### config.mk
export PLATFORM = sky130hd
export DESIGN_NAME = uic_ctrl
export DESIGN_NICKNAME = d
export VERILOG_FILES = /design/src/inc/uic_pkg.sv /design/src/hdl/uic_ctrl.sv
export VERILOG_INCLUDE_DIRS = /design/src /design/src/inc
export SDC_FILE = /design/constraint.sdc
export NUM_CORES = 1
export LEC_CHECK = 0
export BUFFER_PORTS_ARGS = -buffer_cell sky130_fd_sc_hd__buf_2
export CAP_MARGIN = 20
export CORE_MARGIN = 4
export CORE_UTILIZATION = 30
export CTS_CLUSTER_SIZE = 24
export DETAILED_ROUTE_END_ITERATION = 16
export REMOVE_ABC_BUFFERS = 1
export SYNTH_ARGS = -nofsm -noshare
export SYNTH_HDL_FRONTEND = slang
export SYNTH_SLANG_ARGS = --single-unit
export TNS_END_PERCENT = 10
### constraint.sdc
create_clock -name mclk_in -period 2 [get_ports mclk_in]
set_clock_uncertainty 0.1 [all_clocks]
set_input_delay 0.3 -clock mclk_in [delete_from_list [all_inputs] [get_ports mclk_in]]
set_output_delay 0.3 -clock mclk_in [all_outputs]
set_load 0.005 [all_outputs]
### src/inc/uic_defs.svh
`ifndef UIC_DEFS_SVH
`define UIC_DEFS_SVH

// Register offsets on the three-bit port address
`define UIC_OFS_DATA        3'h0
`define UIC_OFS_IEN         3'h1
`define UIC_OFS_QCTL        3'h2
`define UIC_OFS_IID         3'h2
`define UIC_OFS_LFMT        3'h3
`define UIC_OFS_MCTL        3'h4
`define UIC_OFS_LSTAT       3'h5
`define UIC_OFS_MSTAT       3'h6

// Interrupt enable fields
`define UIC_IEN_RDA         0
`define UIC_IEN_TXE         1
`define UIC_IEN_RLS         2
`define UIC_IEN_MSI         3

// Queue control fields
`define UIC_QC_EN           0
`define UIC_QC_RXCLR        1
`define UIC_QC_TXCLR        2
`define UIC_QC_TRIG_LO      6

// Line format fields
`define UIC_LF_STOP         2
`define UIC_LF_DIVISOR_LATCH_ACCESS         7

// Modem control output-two bit
`define UIC_MC_INTERRUPT_OUTPUT_GATE         3

// Identification codes, bits 3:0
`define UIC_ID_NONE         4'h1
`define UIC_ID_RLS          4'h6
`define UIC_ID_RDA          4'h4
`define UIC_ID_CTO          4'hC
`define UIC_ID_TXE          4'h2
`define UIC_ID_MSI          4'h0

// Trigger levels in bytes
`define UIC_TRIG_0          5'h01
`define UIC_TRIG_1          5'h04
`define UIC_TRIG_2          5'h08
`define UIC_TRIG_3          5'h0E

// Queue depth and timeout length in character times
`define UIC_QDEPTH          5'h10
`define UIC_TO_CHARS        4

// Reset values
`define UIC_RST_IEN         4'h0
`define UIC_RST_LFMT        8'h03

`endif

### src/inc/uic_pkg.sv
package uic_pkg;

    // One received character with its error flags
    typedef struct packed {
        logic       brk;
        logic       frame_err;
        logic       parity_err;
        logic [7:0] data;
    } uic_rx_word_t;

    // Line status events from the receiver
    typedef struct packed {
        logic brk;
        logic frame_err;
        logic parity_err;
        logic overrun;
    } uic_rls_evt_t;

    // Character format decoded from the line format register
    typedef struct packed {
        logic [3:0] data_bits;
        logic [1:0] stop_halves_m2;
        logic       divisor_latch_access;
    } uic_format_t;

    // Interrupt source chosen for identification
    typedef enum logic [2:0] {
        UIC_SRC_NONE,
        UIC_SRC_RLS,
        UIC_SRC_RDA,
        UIC_SRC_CTO,
        UIC_SRC_TXE,
        UIC_SRC_MSI
    } uic_src_t;

endpackage : uic_pkg

### src/hdl/uic_ctrl.sv
`timescale 1ns/1ps
// Function
// RULE1: Transmitter-empty enable lets an interrupt follow the transmit holding or queue emptying.
// RULE2: Line-status enable raises an interrupt on overrun, parity, framing or break.
// RULE3: Modem-status enable raises interrupt on modem bit change; enable bits 7:4 read zero.
// RULE4: Queue control is write-only at offset 2, shared with identification; no DMA.
// RULE5: Control bit 0 enables both queues; clearing it, or leaving queue mode, empties them.
// RULE6: Software sets control bit 0 in every write programming other control bits.
// RULE7: Control bit 1 empties receive queue, zeroes counter, keeps shift register; self-clearing.
// RULE8: Control bit 2 empties transmit queue, zeroes counter, keeps shift register; self-clearing.
// RULE9: Control bit 3 has no effect; bits 4 and 5 are reserved.
// RULE10: Control bits 7:6 select receive trigger level of 1, 4, 8 or 14 bytes.
// RULE11: Priority: line status, data available or timeout, transmitter empty, modem status.
// RULE12: The identification value is frozen while the host reads it.
// RULE13: Identification bit 0 is zero while an enabled interrupt is pending, else one.
// RULE14: Identification codes: 0001 none, 0110, 0100, 1100, 0010, 0000 by source.
// RULE15: Identification bit 3 reads zero outside queue mode, set with bit 2 on timeout.
// RULE16: Identification bits 5:4 read zero; bits 7:6 read one while queues enabled.
// RULE17: Timeout after 4 idle character times with data queued; reading receive buffer clears.
// RULE18: Line status read clears line status; buffer read or below trigger clears data; modem read.
// RULE19: Transmitter-empty clears on identification read reporting it, or holding register write.
// RULE20: Line format bits 1:0 select 5, 6, 7 or 8 data bits.
// RULE21: Line format bit 2 gives one stop bit, or 1.5 for 5-bit and 2 otherwise.
// RULE22: The receiver checks only the first stop bit of each character.
// RULE23: Enable bit 0 enables data available and, in queue mode, character timeout.
// RULE24: Divisor latch access bit redirects offsets 0 and 1 to divisor bytes.
// RULE25: The interrupt output is enabled only while the output-two bit is one.
// RULE26: Both queues hold 16 characters; receive entries carry per-character error flags.
`include "uic_defs.svh"

module uic_ctrl
    import uic_pkg::*;
(
    // Clock and reset
    input  wire logic         mclk_in,
    input  wire logic         arst_n_in,
    // Host register port
    input  wire logic [2:0]   addr_in,
    input  wire logic         rd_in,
    input  wire logic         wr_in,
    input  wire logic [7:0]   wdata_in,
    output logic      [7:0]   rdata_out,
    // Receive stream from the shift register
    input  wire logic         rx_valid_in,
    output logic              rx_ready_out,
    input  wire uic_rx_word_t rx_word_in,
    input  wire uic_rls_evt_t rls_evt_in,
    input  wire logic         char_tick_in,
    input  wire logic         msr_change_in,
    input  wire logic [7:0]   msr_in,
    input  wire logic [7:0]   lsr_low_in,
    input  wire logic [7:0]   mctl_in,
    // Transmit stream to the shift register
    output logic              tx_valid_out,
    input  wire logic         tx_ready_in,
    output logic      [7:0]   tx_data_out,
    // Format and interrupt
    output uic_format_t       format_out,
    output logic              divisor_sel_out,
    output logic              irq_out,
    output logic              irq_oe_out
);
    localparam int DW = 11;

    // Reset release through two flops
    logic rst_s1_q, rst_n_q;
    always_ff @(posedge mclk_in or negedge arst_n_in)
    begin
        if (!arst_n_in)
        begin
            rst_s1_q <= 1'b0;
            rst_n_q  <= 1'b0;
        end
        else
        begin
            rst_s1_q <= 1'b1;
            rst_n_q  <= rst_s1_q;
        end
    end

    // Access decode
    logic divisor_latch_access, rd_data, wr_data, rd_iid, wr_qctl;
    assign rd_data = rd_in && addr_in == `UIC_OFS_DATA && !divisor_latch_access;
    assign wr_data = wr_in && addr_in == `UIC_OFS_DATA && !divisor_latch_access;
    assign rd_iid  = rd_in && addr_in == `UIC_OFS_IID;
    assign wr_qctl = wr_in && addr_in == `UIC_OFS_QCTL; // RULE4

    // Register state
    logic [3:0] ien_q, ien_d;
    logic [7:0] lfmt_q, lfmt_d;
    logic       qen_q, qen_d, rx_flush, tx_flush;
    logic [1:0] trig_q, trig_d;
    always_comb
    begin
        ien_d    = ien_q;
        lfmt_d   = lfmt_q;
        qen_d    = qen_q;
        trig_d   = trig_q;
        rx_flush = 1'b0;
        tx_flush = 1'b0;
        if (wr_in && addr_in == `UIC_OFS_IEN && !divisor_latch_access)
            ien_d = wdata_in[3:0]; // RULE3
        if (wr_in && addr_in == `UIC_OFS_LFMT)
            lfmt_d = wdata_in;
        if (wr_qctl)
        begin
            qen_d = wdata_in[`UIC_QC_EN]; // RULE5
            // Other fields only take with bit 0 set; bit 3 and bits 5:4 ignored
            if (wdata_in[`UIC_QC_EN]) // RULE6 RULE9
            begin
                trig_d   = wdata_in[`UIC_QC_TRIG_LO +: 2]; // RULE10
                rx_flush = wdata_in[`UIC_QC_RXCLR]; // RULE7
                tx_flush = wdata_in[`UIC_QC_TXCLR]; // RULE8
            end
            else
            begin
                rx_flush = 1'b1; // RULE5
                tx_flush = 1'b1;
            end
        end
    end
    always_ff @(posedge mclk_in or negedge rst_n_q)
    begin
        if (!rst_n_q)
        begin
            ien_q  <= `UIC_RST_IEN;
            lfmt_q <= `UIC_RST_LFMT;
            qen_q  <= 1'b0;
            trig_q <= 2'h0;
        end
        else
        begin
            ien_q  <= ien_d;
            lfmt_q <= lfmt_d;
            qen_q  <= qen_d;
            trig_q <= trig_d;
        end
    end
    assign divisor_latch_access            = lfmt_q[`UIC_LF_DIVISOR_LATCH_ACCESS];
    assign divisor_sel_out = divisor_latch_access && addr_in[2:1] == 2'h0; // RULE24
    // Format decode; the receiver samples the first stop bit only
    always_comb
    begin
        format_out.data_bits      = 4'h5 + {2'h0, lfmt_q[1:0]}; // RULE20
        format_out.stop_halves_m2 = !lfmt_q[`UIC_LF_STOP] ? 2'h0 :
                                    (lfmt_q[1:0] == 2'h0 ? 2'h1 : 2'h2); // RULE21 RULE22
        format_out.divisor_latch_access           = divisor_latch_access;
    end

    // Receive queue, 16 deep with error flags; depth 1 outside queue mode
    logic [DW-1:0] rxq_mem [0:15]; // RULE26
    logic [3:0]    rx_wp_q, rx_wp_d, rx_rp_q, rx_rp_d;
    logic [4:0]    rx_cnt_q, rx_cnt_d, rx_cap;
    logic          rx_push, rx_pop;
    assign rx_cap       = qen_q ? `UIC_QDEPTH : 5'h01;
    assign rx_ready_out = rx_cnt_q < rx_cap && !rx_flush;
    assign rx_push      = rx_valid_in && rx_ready_out;
    assign rx_pop       = rd_data && rx_cnt_q != 5'h00;
    always_comb
    begin
        rx_wp_d  = rx_wp_q + {3'h0, rx_push};
        rx_rp_d  = rx_rp_q + {3'h0, rx_pop};
        rx_cnt_d = rx_cnt_q + {4'h0, rx_push} - {4'h0, rx_pop};
        if (rx_flush)
        begin
            rx_wp_d  = 4'h0; // RULE7
            rx_rp_d  = 4'h0;
            rx_cnt_d = 5'h00;
        end
    end
    always_ff @(posedge mclk_in)
    begin
        if (rx_push)
            rxq_mem[rx_wp_q] <= rx_word_in;
    end

    // Transmit queue, 16 deep; stalls on the shift register's ready
    logic [7:0] txq_mem [0:15]; // RULE26
    logic [3:0] tx_wp_q, tx_wp_d, tx_rp_q, tx_rp_d;
    logic [4:0] tx_cnt_q, tx_cnt_d;
    logic       tx_push, tx_pop;
    assign tx_push      = wr_data && tx_cnt_q < (qen_q ? `UIC_QDEPTH : 5'h01);
    assign tx_valid_out = tx_cnt_q != 5'h00;
    assign tx_pop       = tx_valid_out && tx_ready_in;
    always_comb
    begin
        tx_wp_d  = tx_wp_q + {3'h0, tx_push};
        tx_rp_d  = tx_rp_q + {3'h0, tx_pop};
        tx_cnt_d = tx_cnt_q + {4'h0, tx_push} - {4'h0, tx_pop};
        if (tx_flush)
        begin
            tx_wp_d  = 4'h0; // RULE8
            tx_rp_d  = 4'h0;
            tx_cnt_d = 5'h00;
        end
    end
    always_ff @(posedge mclk_in)
    begin
        if (tx_push)
            txq_mem[tx_wp_q] <= wdata_in;
    end
    assign tx_data_out = txq_mem[tx_rp_q];

    // Interrupt sources
    logic       rls_q, rls_d, msi_q, msi_d, txe_q, txe_d, cto_q, cto_d;
    logic [2:0] idle_q, idle_d;
    logic       rda, iid_rd_q, txe_rep;
    logic [4:0] trig_lvl;
    // Receive trigger level in bytes
    assign trig_lvl = trig_q[1] ? (trig_q[0] ? `UIC_TRIG_3 : `UIC_TRIG_2) :
                                  (trig_q[0] ? `UIC_TRIG_1 : `UIC_TRIG_0); // RULE10
    // Data available drops as soon as the count falls below trigger
    assign rda = rx_cnt_q >= (qen_q ? trig_lvl : 5'h01); // RULE18
    always_comb
    begin
        // Events win over clears in the same cycle
        rls_d = rls_q;
        if (rd_in && addr_in == `UIC_OFS_LSTAT)
            rls_d = 1'b0; // RULE18
        if (|rls_evt_in)
            rls_d = 1'b1; // RULE2
        msi_d = msi_q;
        if (rd_in && addr_in == `UIC_OFS_MSTAT)
            msi_d = 1'b0; // RULE18
        if (msr_change_in)
            msi_d = 1'b1; // RULE3
        txe_d = txe_q;
        if (wr_data || (iid_rd_q && !rd_iid && txe_rep))
            txe_d = 1'b0; // RULE19
        if (tx_cnt_q == 5'h01 && tx_pop && !tx_push)
            txe_d = 1'b1; // RULE1
        if (tx_flush)
            txe_d = 1'b1;
        // Idle count in character times while data is queued
        idle_d = idle_q;
        cto_d  = cto_q;
        if (rx_push || rx_pop || rx_flush || !qen_q || rx_cnt_q == 5'h00)
        begin
            idle_d = 3'h0; // RULE17
            cto_d  = 1'b0;
        end
        else if (char_tick_in && !cto_q)
        begin
            idle_d = idle_q + 3'h1;
            if (idle_q == 3'(`UIC_TO_CHARS - 1))
                cto_d = 1'b1; // RULE17
        end
    end
    always_ff @(posedge mclk_in or negedge rst_n_q)
    begin
        if (!rst_n_q)
        begin
            rls_q  <= 1'b0;
            msi_q  <= 1'b0;
            txe_q  <= 1'b1;
            cto_q  <= 1'b0;
            idle_q <= 3'h0;
        end
        else
        begin
            rls_q  <= rls_d;
            msi_q  <= msi_d;
            txe_q  <= txe_d;
            cto_q  <= cto_d;
            idle_q <= idle_d;
        end
    end
    // Prioritised source selection among enabled sources
    uic_src_t src;
    always_comb
    begin
        if (rls_q && ien_q[`UIC_IEN_RLS])
            src = UIC_SRC_RLS; // RULE11
        else if (rda && ien_q[`UIC_IEN_RDA])
            src = UIC_SRC_RDA; // RULE23
        else if (cto_q && ien_q[`UIC_IEN_RDA])
            src = UIC_SRC_CTO; // RULE23
        else if (txe_q && ien_q[`UIC_IEN_TXE])
            src = UIC_SRC_TXE; // RULE1
        else if (msi_q && ien_q[`UIC_IEN_MSI])
            src = UIC_SRC_MSI; // RULE3
        else
            src = UIC_SRC_NONE;
    end
    // Identification value, frozen for the length of a read
    logic [7:0] iid_live, iid_q, iid_d;
    always_comb
    begin
        unique case (src)
            UIC_SRC_RLS: iid_live[3:0] = `UIC_ID_RLS; // RULE14
            UIC_SRC_RDA: iid_live[3:0] = `UIC_ID_RDA;
            UIC_SRC_CTO: iid_live[3:0] = `UIC_ID_CTO; // RULE15
            UIC_SRC_TXE: iid_live[3:0] = `UIC_ID_TXE;
            UIC_SRC_MSI: iid_live[3:0] = `UIC_ID_MSI;
            UIC_SRC_NONE: iid_live[3:0] = `UIC_ID_NONE; // RULE13
        endcase
        iid_live[5:4] = 2'h0; // RULE16
        iid_live[7:6] = {2{qen_q}};
        iid_d = (rd_iid && iid_rd_q) ? iid_q : iid_live; // RULE12
    end
    always_ff @(posedge mclk_in or negedge rst_n_q)
    begin
        if (!rst_n_q)
        begin
            iid_q    <= {4'h0, `UIC_ID_NONE};
            iid_rd_q <= 1'b0;
            txe_rep  <= 1'b0;
        end
        else
        begin
            iid_q    <= iid_d;
            iid_rd_q <= rd_iid;
            txe_rep  <= rd_iid ? (iid_d[3:0] == `UIC_ID_TXE) : txe_rep;
        end
    end
    // Read data mux, registered
    logic [7:0] rdata_d;
    logic [DW-1:0] rx_head;
    assign rx_head = rxq_mem[rx_rp_q];
    always_comb
    begin
        rdata_d = 8'h00;
        if (rd_in)
        begin
            unique case (addr_in)
                `UIC_OFS_DATA:  rdata_d = divisor_latch_access ? 8'h00 : rx_head[7:0];
                `UIC_OFS_IEN:   rdata_d = divisor_latch_access ? 8'h00 : {4'h0, ien_q}; // RULE3
                `UIC_OFS_IID:   rdata_d = iid_d;
                `UIC_OFS_LFMT:  rdata_d = lfmt_q;
                `UIC_OFS_LSTAT: rdata_d = lsr_low_in;
                `UIC_OFS_MSTAT: rdata_d = msr_in;
                default:        rdata_d = 8'h00;
            endcase
        end
    end
    always_ff @(posedge mclk_in or negedge rst_n_q)
    begin
        if (!rst_n_q)
        begin
            rdata_out <= 8'h00;
            rx_wp_q   <= 4'h0;
            rx_rp_q   <= 4'h0;
            rx_cnt_q  <= 5'h00;
            tx_wp_q   <= 4'h0;
            tx_rp_q   <= 4'h0;
            tx_cnt_q  <= 5'h00;
            irq_out   <= 1'b0;
        end
        else
        begin
            rdata_out <= rdata_d;
            rx_wp_q   <= rx_wp_d;
            rx_rp_q   <= rx_rp_d;
            rx_cnt_q  <= rx_cnt_d;
            tx_wp_q   <= tx_wp_d;
            tx_rp_q   <= tx_rp_d;
            tx_cnt_q  <= tx_cnt_d;
            irq_out   <= src != UIC_SRC_NONE && mctl_in[`UIC_MC_INTERRUPT_OUTPUT_GATE]; // RULE25
        end
    end
    // Interrupt pin driven only while output-two is set
    assign irq_oe_out = mctl_in[`UIC_MC_INTERRUPT_OUTPUT_GATE]; // RULE25
endmodule : uic_ctrl

==> results of run 1 <==
path summary, 6_finish.rpt:
kind	cells after the start	startpoint	endpoint
worst max-delay path	11	qen_q	rx_cnt_q[4]
worst min-delay path	4	rls_evt_in[2]	rls_q
worst max register to register	11	qen_q	rx_cnt_q[4]
worst min register to register	0	rst_n_q	rdata_out[4]
max in group asynchronous	1	rst_n_q	iid_q[0]
min in group asynchronous	0	rst_n_q	rdata_out[4]
critical path, stage by stage (launching register included):
cell and delay, ns:
dfrtp_2 0.46, inv_4 0.10, ha_4 0.20, a211oi_2 0.25
nand2_1 0.13, ha_1 0.33, ha_4 0.18, fa_2 0.35
a21oi_2 0.12, nor2_1 0.06, or3_4 0.36, a21oi_2 0.15
area by class of cell:
cell class | instances | share of cell area
Inverter | 25 | 0.006022
Sequential cell | 325 | 0.5337
Clock inverter | 19 | 0.01155
Timing Repair Buffer | 226 | 0.1075
Multi-Input combinational cell | 378 | 0.2450
Tap cell | 592 | 0.04194
Clock buffer | 43 | 0.05426
layer usage:
metal,track usage,wire [um],vias to the layer above,part of all wire
li1,-,-,3443,-
met1,0.1628,13020,3881,0.42
met2,0.2202,15670,155,0.51
met3,0.02486,1491,46,0.048
met4,0.03287,655,4,0.021
met5,0,27,-,0.00087
report_power, final:
group / leakage, nW / internal [mW] / switching [mW]
logic: 2.63 / 4.15 / 3.18
clock network: 0.570 / 3.93 / 2.56
registers: 3.16 / 7.85 / 0.476
through the flow:
step / cell area, sq um / TNS (ns) / std cells / util
finish: 17660 / -110.10 / 1608 / 0.3977
global route: 17660 / -141.16 / 1608 / 0.3977
CTS: 17300 / -80.74 / 1605 / 0.3894
detailed placement: 15540 / -133.84 / 1514 / 0.3499
global placement: 15540 / -126.06 / 1514 / 0.3499
floorplan: 13370 / -145.39 / 728 / -
what timing repair did:
action / 4_1_cts / 5_1_grt
pin swaps: 38 / 24
gates cloned: 0 / 1
buffers inserted: 25 / 16
setup endpoints to repair: 305 / 306
hold buffers: 5 / 0
resized for setup: 97 / 63
endpoints found under the hold margin: 5 / 0
state kept, by name, summed over array words and instances (netlist names), 4 cells and up:
register   cells
ien_q          4
iid_q          8
lfmt_q         8
rdata_out      8
rx_cnt_q       5
rx_rp_q        4
rx_wp_q        4
rxq_mem      128
tx_cnt_q       5
tx_rp_q        4
tx_wp_q        4
txq_mem      128
synthesized netlist by cell type (9+ instances only):
cell type,n,share of area
dfrtp_1,65,0.12
buf_2,11,0.0041
and2_1,11,0.0051
o21ai_0,9,0.0033
nor2_1,48,0.013
mux4_2,79,0.13
nor2b_1,11,0.0051
clkbuf_1,18,0.0050
ha_1,35,0.032
nor3_1,9,0.0033
mux2_2,15,0.012
nand2_1,33,0.0091
inv_1,23,0.0064
a21oi_1,18,0.0066
edfxtp_1,256,0.57
nand3_1,19,0.0070
logic make-up after synthesis:
| family | after synthesis | synth area share |
|---|---|---|
| xor gates and xnor gates | 13 | 0.008402 |
| muxes | 96 | 0.1452 |
| DFF | 325 | 0.6950 |
| and+or+nand+nor | 170 | 0.06500 |
| buffers and inverters | 63 | 0.02013 |
| adders and majority gates | 37 | 0.03527 |
| AOI/OAI and AO/OA | 61 | 0.03065 |
| other | 1 | 0.0002767 |
==> results.tsv, run 1 <==
metric	value	unit
CTS tree	done	
#FFs+latches synth	325	
Fillers	3989	
IO buf count	75	
Final Hold Fails	0	
Post-Route WL	30.86	mm
vias post-DR	7529	
leakage power	6.356	nW
root buf cell	clkbuf_16	
clock buffer depth	3	
Congestion Overflow GR	0	
CTS Buf Count	34	
pre-CTS WS	-1.090	ns
vias per cell	4.682	
Starting Density	0.3051	
register area	9427	sq um
worst hold slack	0.02477	ns
setup ws final	-0.8515	ns
share of cells above drive strength 1	0.4626	
EDFF count, synth	256	
max-slew violations	0	
fin nets	1085	
DR WL/cell	19.19	um
# DRC	0	
clock sinks	325	
PnR Total Power	22.14	mW
CP max FO	5	
largest net degree at the start of global routing	37	
Reg2Reg Setup Slack	-0.85	ns
Worst Max-Slew Pin Slew	0.5309	ns
post-synth cell types	57	
initial antenna violation count	3	
commonest non-fill, non-tap cell in the layout	edfxtp_1	
post-synthesis async set-or-reset flop share	0.2123	
Worst Setup Path Type	flop to flop	
max-cap viol count	0	
Tcrit/Tclk final	1.426	
# setup viols final	299	
Worst Path Arrival	3.20	ns
Core ar.	44410	sq um
vias in the first global route	7798	
worst path required time	2.34	ns
Syn Std Cell Area	13550	sq um
Clk pin slew, worst setup/hold paths	0.06	ns
die span in y	220.5	um
Area Growth Syn to Fin	30.33	%
Starting DRT DRC Count	422	
CP endpoint kind	flop	
worst skew pair latency	0.52	ns
Power Density	1253	nW/um^2
RSZ-0062 raised after global routing	true	
multi-input logic area	4328	sq um
worst vdd ir	0.0006166	V
Row Count	77	
post-synthesis cell count	766	
GR Util All Layers	0.1265	
failing checks	negative setup slack	
status	complete, but fails checks	
sequential-to-total area share from yosys stat	0.6950	
Hold Crit Class	input pin to flop	
io pins	86	
Worst Setup Start Kind	flop	
most frequent cells in the layout	256 x edfxtp_1, 87 x buf_4, 79 x mux4_2	
top_reg_cell synth	edfxtp_1	
n_diodes	0	
CTS HTree Levels	2	
GP Congestion	0.7997	
Slew HR	0.6461	
first-pass GRT wire length	46.79	mm
Die ar.	48640	sq um
Syn Area/Cell	17.69	sq um
Highest Clock Rate	350.7	MHz
Die X	220.5	um
Yosys warning count	0	
Period minus WS final	2.851	ns
first-pass detailed-route iteration total	7	
antenna viol nets, final	0	
detailed placement HPWL	21.50	mm
No activity file was read; power rests on OpenSTA's default activity.
==> run 2, diff against run 1 <==
--- a/config.mk
+++ b/config.mk
@@ -6,7 +6,7 @@
 export SDC_FILE = /design/constraint.sdc
 export NUM_CORES = 1
 export LEC_CHECK = 0
-export BUFFER_PORTS_ARGS = -buffer_cell sky130_fd_sc_hd__buf_2
+export BUFFER_PORTS_ARGS = -buffer_cell sky130_fd_sc_hd__buf_4
 export CAP_MARGIN = 20
 export CORE_MARGIN = 4
 export CORE_UTILIZATION = 30
==> run 2 against run 1 <==
The flow still finishes with violations (negative setup slack). Fmax increased by 0.66%. Worst hold slack improved by 0.00065 ns. Via count shrank 1.1%. Cell count up 0.12%. Clock-buffer cell count decreased by 1. Sequential share of layout area shrank 0.62 points. Flip-flop and latch count unchanged. Die area unchanged. Combinational power about the same. Critical path depth is 1 higher. Power fell by 1.1%.
==> results.tsv, run 2 (synthesis gave the netlist of run 1 again) <==
metric	value	unit	change
failing checks	negative setup slack		
# DRC	0		unchanged
Starting DRT DRC Count	419		-0.71%
max-cap viol count	0		unchanged
Worst Setup Path Type	flop to flop		
detailed placement HPWL	21.35	mm	-0.71%
first-pass detailed-route iteration total	5		-2
R2R Path End	tx_cnt_q[4]		
Congestion Overflow GR	0		unchanged
Worst Max-Slew Pin Slew	0.5983	ns	+0.06746 ns
Period minus WS final	2.833	ns	-0.01869 ns
Logic pwr share	0.335		+0.004
root buf cell	clkbuf_16		
vias in the first global route	7826		+0.36%
Post-Route WL	30.05	mm	-2.6%
GR Util All Layers	0.1229		-0.003576
max-slew violations	0		unchanged
vias per cell	4.625		-1.2%
P_sw	6.095	mW	-2.0%
pre-CTS WS	-1.065	ns	+0.02495 ns
clock sinks	325		unchanged
Starting Density	0.3051		unchanged
share of cells above drive strength 1	0.4676		+0.004985
first-pass GRT wire length	45.96	mm	-1.8%
placed cell count	1523		+0.59%
leakage power	6.414	nW	+0.91%
Power Density	1225	nW/um^2	-2.3%
Clk pin slew, worst setup/hold paths	0.06	ns	about the same
Worst Path Arrival	3.16	ns	-0.04 ns
worst r2r path cells	12		+1
IO buf count	75		unchanged
setup ws final	-0.8328	ns	+0.01869 ns
vias post-DR	7446		-1.1%
RR Startpoint	qen_q		
worst vdd ir	0.0005995	V	-2.8%
largest net degree at the start of global routing	36		-2.7%
GP Congestion	0.8000		about the same
die span in y	220.5	um	unchanged
Non-Filler Instances	1610		+0.12%
commonest non-fill, non-tap cell in the layout	edfxtp_1		
fin nets	1089		+0.37%
Worst setup startpoint	qen_q		
Largest regs	rxq_mem (128), txq_mem (128)		
initial antenna violation count	1		-2
Clock power frac	0.284		-0.009
RSZ-0062 raised after global routing	true		
status	complete, but fails checks		
worst skew pair latency	0.51	ns	about the same
Row Count	77		unchanged
clock buffer depth	3		unchanged
DP Area	15760	sq um	+1.4%
cell area after layout	17870	sq um	+1.2%
Highest Clock Rate	353.0	MHz	+0.66%
Final Hold Fails	0		unchanged
Die X	220.5	um	unchanged
Core ar.	44410	sq um	unchanged
Reg power frac	0.381		+0.005
n_diodes	0		unchanged
Area Growth Syn to Fin	31.85	%	
CTS Buf Count	34		unchanged
antenna viol nets, final	0		unchanged
Critical Path End	tx_cnt_q[4]		
Die ar.	48640	sq um	unchanged
Hold Crit Class	input pin to asynchronous set/reset pin		
io pins	86		unchanged
Worst Setup Start Kind	flop		
CTS HTree Levels	2		unchanged
CTS tree	done		
Reg2Reg Setup Slack	-0.83	ns	+0.02 ns
DR WL/cell	18.67	um	-2.7%
most frequent cells in the layout	256 x edfxtp_1, 157 x buf_4, 79 x mux4_2		
Pint	15.79	mW	-0.83%
final core occ	0.4023		+0.004649
Slew HR	0.6011		-0.04497
# setup viols final	294		-1.7%
CP endpoint kind	flop		
worst hold slack	0.02542	ns	+0.0006487 ns
Tcrit/Tclk final	1.416		-0.009346
Sw Share	0.2785		-0.002302
worst path required time	2.33	ns	about the same
CP max FO	3		-2
-- run 2: power groups by stage --
stage	Combinational (mW)	Clock, mW	Sequential, mW
floorplan	3.09	0	8.77
global placement	6.05	0	8.39
detailed placement	6.14	0	8.41
CTS	6.87	6.42	8.31
global route	8.02	6.71	8.40
finish	7.33	6.22	8.33
-- run 2: stage by stage --
| step | TNS, ns | power [mW] |
|---|---|---|
| after floorplan | -145.39 | 11.87 |
| after global placement | -115.25 | 14.44 |
| after detailed placement | -119.09 | 14.55 |
| after CTS | -73.94 | 21.60 |
| after global routing | -115.30 | 23.13 |
| final | -76.42 | 21.88 |
-- run 2: how the worst min path moves through the flow --
stage / cells after the start / slack (ns) / endpoint
3_3_place_gp: 1 / -0.02 / rst_s1_q
2_1_floorplan: 0 / -0.1 / rst_n_q
3_5_place_dp: 1 / -0.02 / rst_s1_q
5_1_grt: 1 / 0.02 / txq_mem[6][5]
6_report: 2 / 0.03 / rst_s1_q
4_1_cts: 1 / 0.0005 / txq_mem[2][3]
-- run 2: critical path: stages, from the launching register on --
cell,delay (ns)
dfrtp_1,0.41
inv_2,0.08
ha_1,0.33
a211oi_4,0.23
inv_2,0.08
ha_4,0.27
inv_2,0.04
ha_4,0.15
fa_2,0.35
a21oi_2,0.14
nor2_1,0.06
or3_1,0.37
a21oi_1,0.16
-- run 2: area by class of cell --
| type | count | area [sq um] |
|---|---|---|
| well taps | 592 | 740.7 |
| clock inverters | 18 | 161.4 |
| clock buffers | 42 | 944.7 |
| flip-flops and latches | 325 | 9425 |
| inverters | 25 | 106.4 |
| multi-input cells | 378 | 4409 |
| fillers | 3957 | 26550 |
| repair buffers | 230 | 2081 |
-- run 2: per-layer routing --
| layer | vias to the layer above | GRT usage | share of wire |
|---|---|---|---|
| li1 | 3443 | - | - |
| met1 | 3809 | 0.1600 | 0.42 |
| met2 | 149 | 0.2109 | 0.51 |
| met3 | 43 | 0.02664 | 0.052 |
| met4 | 2 | 0.03016 | 0.021 |
| met5 | - | 0 | 0.00043 |
-- run 2: repair_timing --
item,CTS,global route
hold buffers,11,0
endpoints found under the hold margin,97,0
gates resized for setup,100,93
setup buffers,12,13
setup endpoints to repair,305,307
pin swaps,39,40
==> run 3, diff against run 2 <==
--- a/config.mk
+++ b/config.mk
@@ -10,6 +10,7 @@
 export CAP_MARGIN = 20
 export CORE_MARGIN = 4
 export CORE_UTILIZATION = 30
+export CTS_BUF_LIST = sky130_fd_sc_hd__clkbuf_8
 export CTS_CLUSTER_SIZE = 24
 export DETAILED_ROUTE_END_ITERATION = 16
 export REMOVE_ABC_BUFFERS = 1
==> run 3 against run 2 <==
Non-clock buffer count grew 15. Global-route usage grew 0.33 points. The flow still finishes with violations (negative setup slack). Worst hold slack gained 0.047 ns. Final area is essentially flat. Clock power shrank 19%. Via count grew 1.8%. Power shrank 4.2%. First-iteration DRC count grew 0.95%. Setup slack gained 0.0053 ns. Largest cell class unchanged. Fmax grew 0.19%.
==> results.tsv, run 3 (synthesis gave the netlist of run 1 again) <==
metric	value	unit	change
multi-input logic area	4436	sq um	+0.60%
share of cells above drive strength 1	0.4657		-0.001920
initial antenna violation count	1		unchanged
register area	9425	sq um	unchanged
n_diodes	0		unchanged
placed cell count	1523		unchanged
CTS HTree Levels	2		unchanged
Die X	220.5	um	unchanged
antenna viol nets, final	0		unchanged
Non-Filler Instances	1655		+2.8%
Tcrit/Tclk final	1.414		-0.002625
GP Congestion	0.8000		unchanged
Die ar.	48640	sq um	unchanged
CP endpoint kind	primary output		
# DRC	0		unchanged
vias per cell	4.582		-0.93%
Worst Setup Path Type	flop to primary output		
Final Hold Fails	0		unchanged
Congestion Overflow GR	0		unchanged
DR WL/cell	18.47	um	-1.1%
commonest non-fill, non-tap cell in the layout	edfxtp_1		
Highest Clock Rate	353.7	MHz	+0.19%
Core ar.	44410	sq um	unchanged
die span in y	220.5	um	unchanged
CP max FO	7		+4
max-slew violations	0		unchanged
Worst Setup Start Kind	flop		
Largest regs	rxq_mem (128), txq_mem (128)		
clock buffer depth	3		unchanged
first-pass GRT wire length	47.09	mm	+2.4%
Post-Route WL	30.57	mm	+1.7%
vias in the first global route	8085		+3.3%
Period minus WS final	2.828	ns	-0.005251 ns
IO buf count	75		unchanged
worst path required time	1.60	ns	-0.73 ns
worst vdd ir	0.0006484	V	+8.1%
Power Density	1173	nW/um^2	-4.2%
GR Util All Layers	0.1262		+0.003284
Row Count	77		unchanged
pre-CTS WS	-1.065	ns	unchanged
Worst Path Arrival	2.43	ns	-0.73 ns
largest net degree at the start of global routing	36		unchanged
Area Growth Syn to Fin	31.95	%	about the same
final core occ	0.4026		about the same
clock sinks	325		unchanged
Starting Density	0.3051		unchanged
root buf cell	clkbuf_8		
Fillers	3976		+0.48%
RSZ-0062 raised after global routing	true		
failing checks	negative setup slack		
max-cap viol count	0		unchanged
setup ws final	-0.8276	ns	+0.005251 ns
status	complete, but fails checks		
Clk pin slew, worst setup/hold paths	0.07	ns	about the same
first-pass detailed-route iteration total	7		+2
leakage power	6.481	nW	+1.1%
fin nets	1120		+2.8%
most frequent cells in the layout	256 x edfxtp_1, 160 x buf_4, 79 x mux4_2		
Worst Max-Slew Pin Slew	0.5994	ns	+0.001070 ns
CTS Buf Count	50		+47%
TNS Setup	-67.71	ns	+8.711 ns
CTS tree	done		
Slew HR	0.6004		-0.0007130
detailed placement HPWL	21.35	mm	unchanged
worst hold slack	0.07226	ns	+0.04685 ns
Hold Crit Class	input pin to flop		
# setup viols final	289		-1.7%
Starting DRT DRC Count	423		+0.95%
vias post-DR	7583		+1.8%
io pins	86		unchanged
worst skew pair latency	0.58	ns	+0.07 ns
[run 3: worst paths after layout]
| path | start | endpoint | slack (ns) | cells after the start |
|---|---|---|---|---|
| min in group asynchronous | rst_n_q | iid_q[6] | 0.18 | 0 |
| worst max register to register | tx_cnt_q[1] | tx_cnt_q[4] | -0.81 | 14 |
| worst min register to register | rst_n_q | iid_q[6] | 0.18 | 0 |
| max in group asynchronous | rst_n_q | iid_q[0] | 0.94 | 1 |
| worst min-delay path | wdata_in[1] | txq_mem[0][1] | 0.07 | 2 |
| worst max-delay path | tx_rp_q[0] | tx_data_out[2] | -0.83 | 5 |
[run 3: where the power goes]
group / internal (mW) / switching [mW]
logic: 4.43 / 3.19
clock network: 2.55 / 2.48
registers: 7.85 / 0.477
total: 14.8 / 6.15
[run 3: per-layer routing]
metal,up-vias,global-route usage,part of all wire
li1,3517,-,-
met1,3838,0.1607,0.41
met2,172,0.2171,0.51
met3,54,0.02843,0.053
met4,2,0.03641,0.023
met5,-,0,0.00043
[run 3: worst max-delay path, cell delays in order, from the launching register on]
cell and delay (ns):
dfrtp_2 0.42, buf_12 0.14, buf_12 0.13, mux4_2 0.51, mux4_2 0.51, buf_6 0.13
[run 3: stage by stage]
| step | instance area, sq um | total power [mW] |
|---|---|---|
| after floorplan | 13370 | 11.87 |
| after global placement | 15760 | 14.44 |
| after detailed placement | 15760 | 14.55 |
| after CTS | 17630 | 20.87 |
| after global routing | 17880 | 22.27 |
| final | 17880 | 20.98 |
[run 3: timing repair]
item	4_1_cts	5_1_grt
endpoints found under the setup margin	307	308
resized for setup	136	54
pin swaps	55	17
buffers inserted	20	5
hold buffers	20	0
endpoints found under the hold margin	219	0
gates cloned	2	1
[run 3: layout make-up]
class / instances / share of cell area
clock buffer: 56 / 0.04310
clock inverter: 34 / 0.007487
inverter: 25 / 0.005808
multi-input combinational: 378 / 0.2481
sequential: 325 / 0.5271
tap: 592 / 0.04142
timing repair buffer: 245 / 0.1270
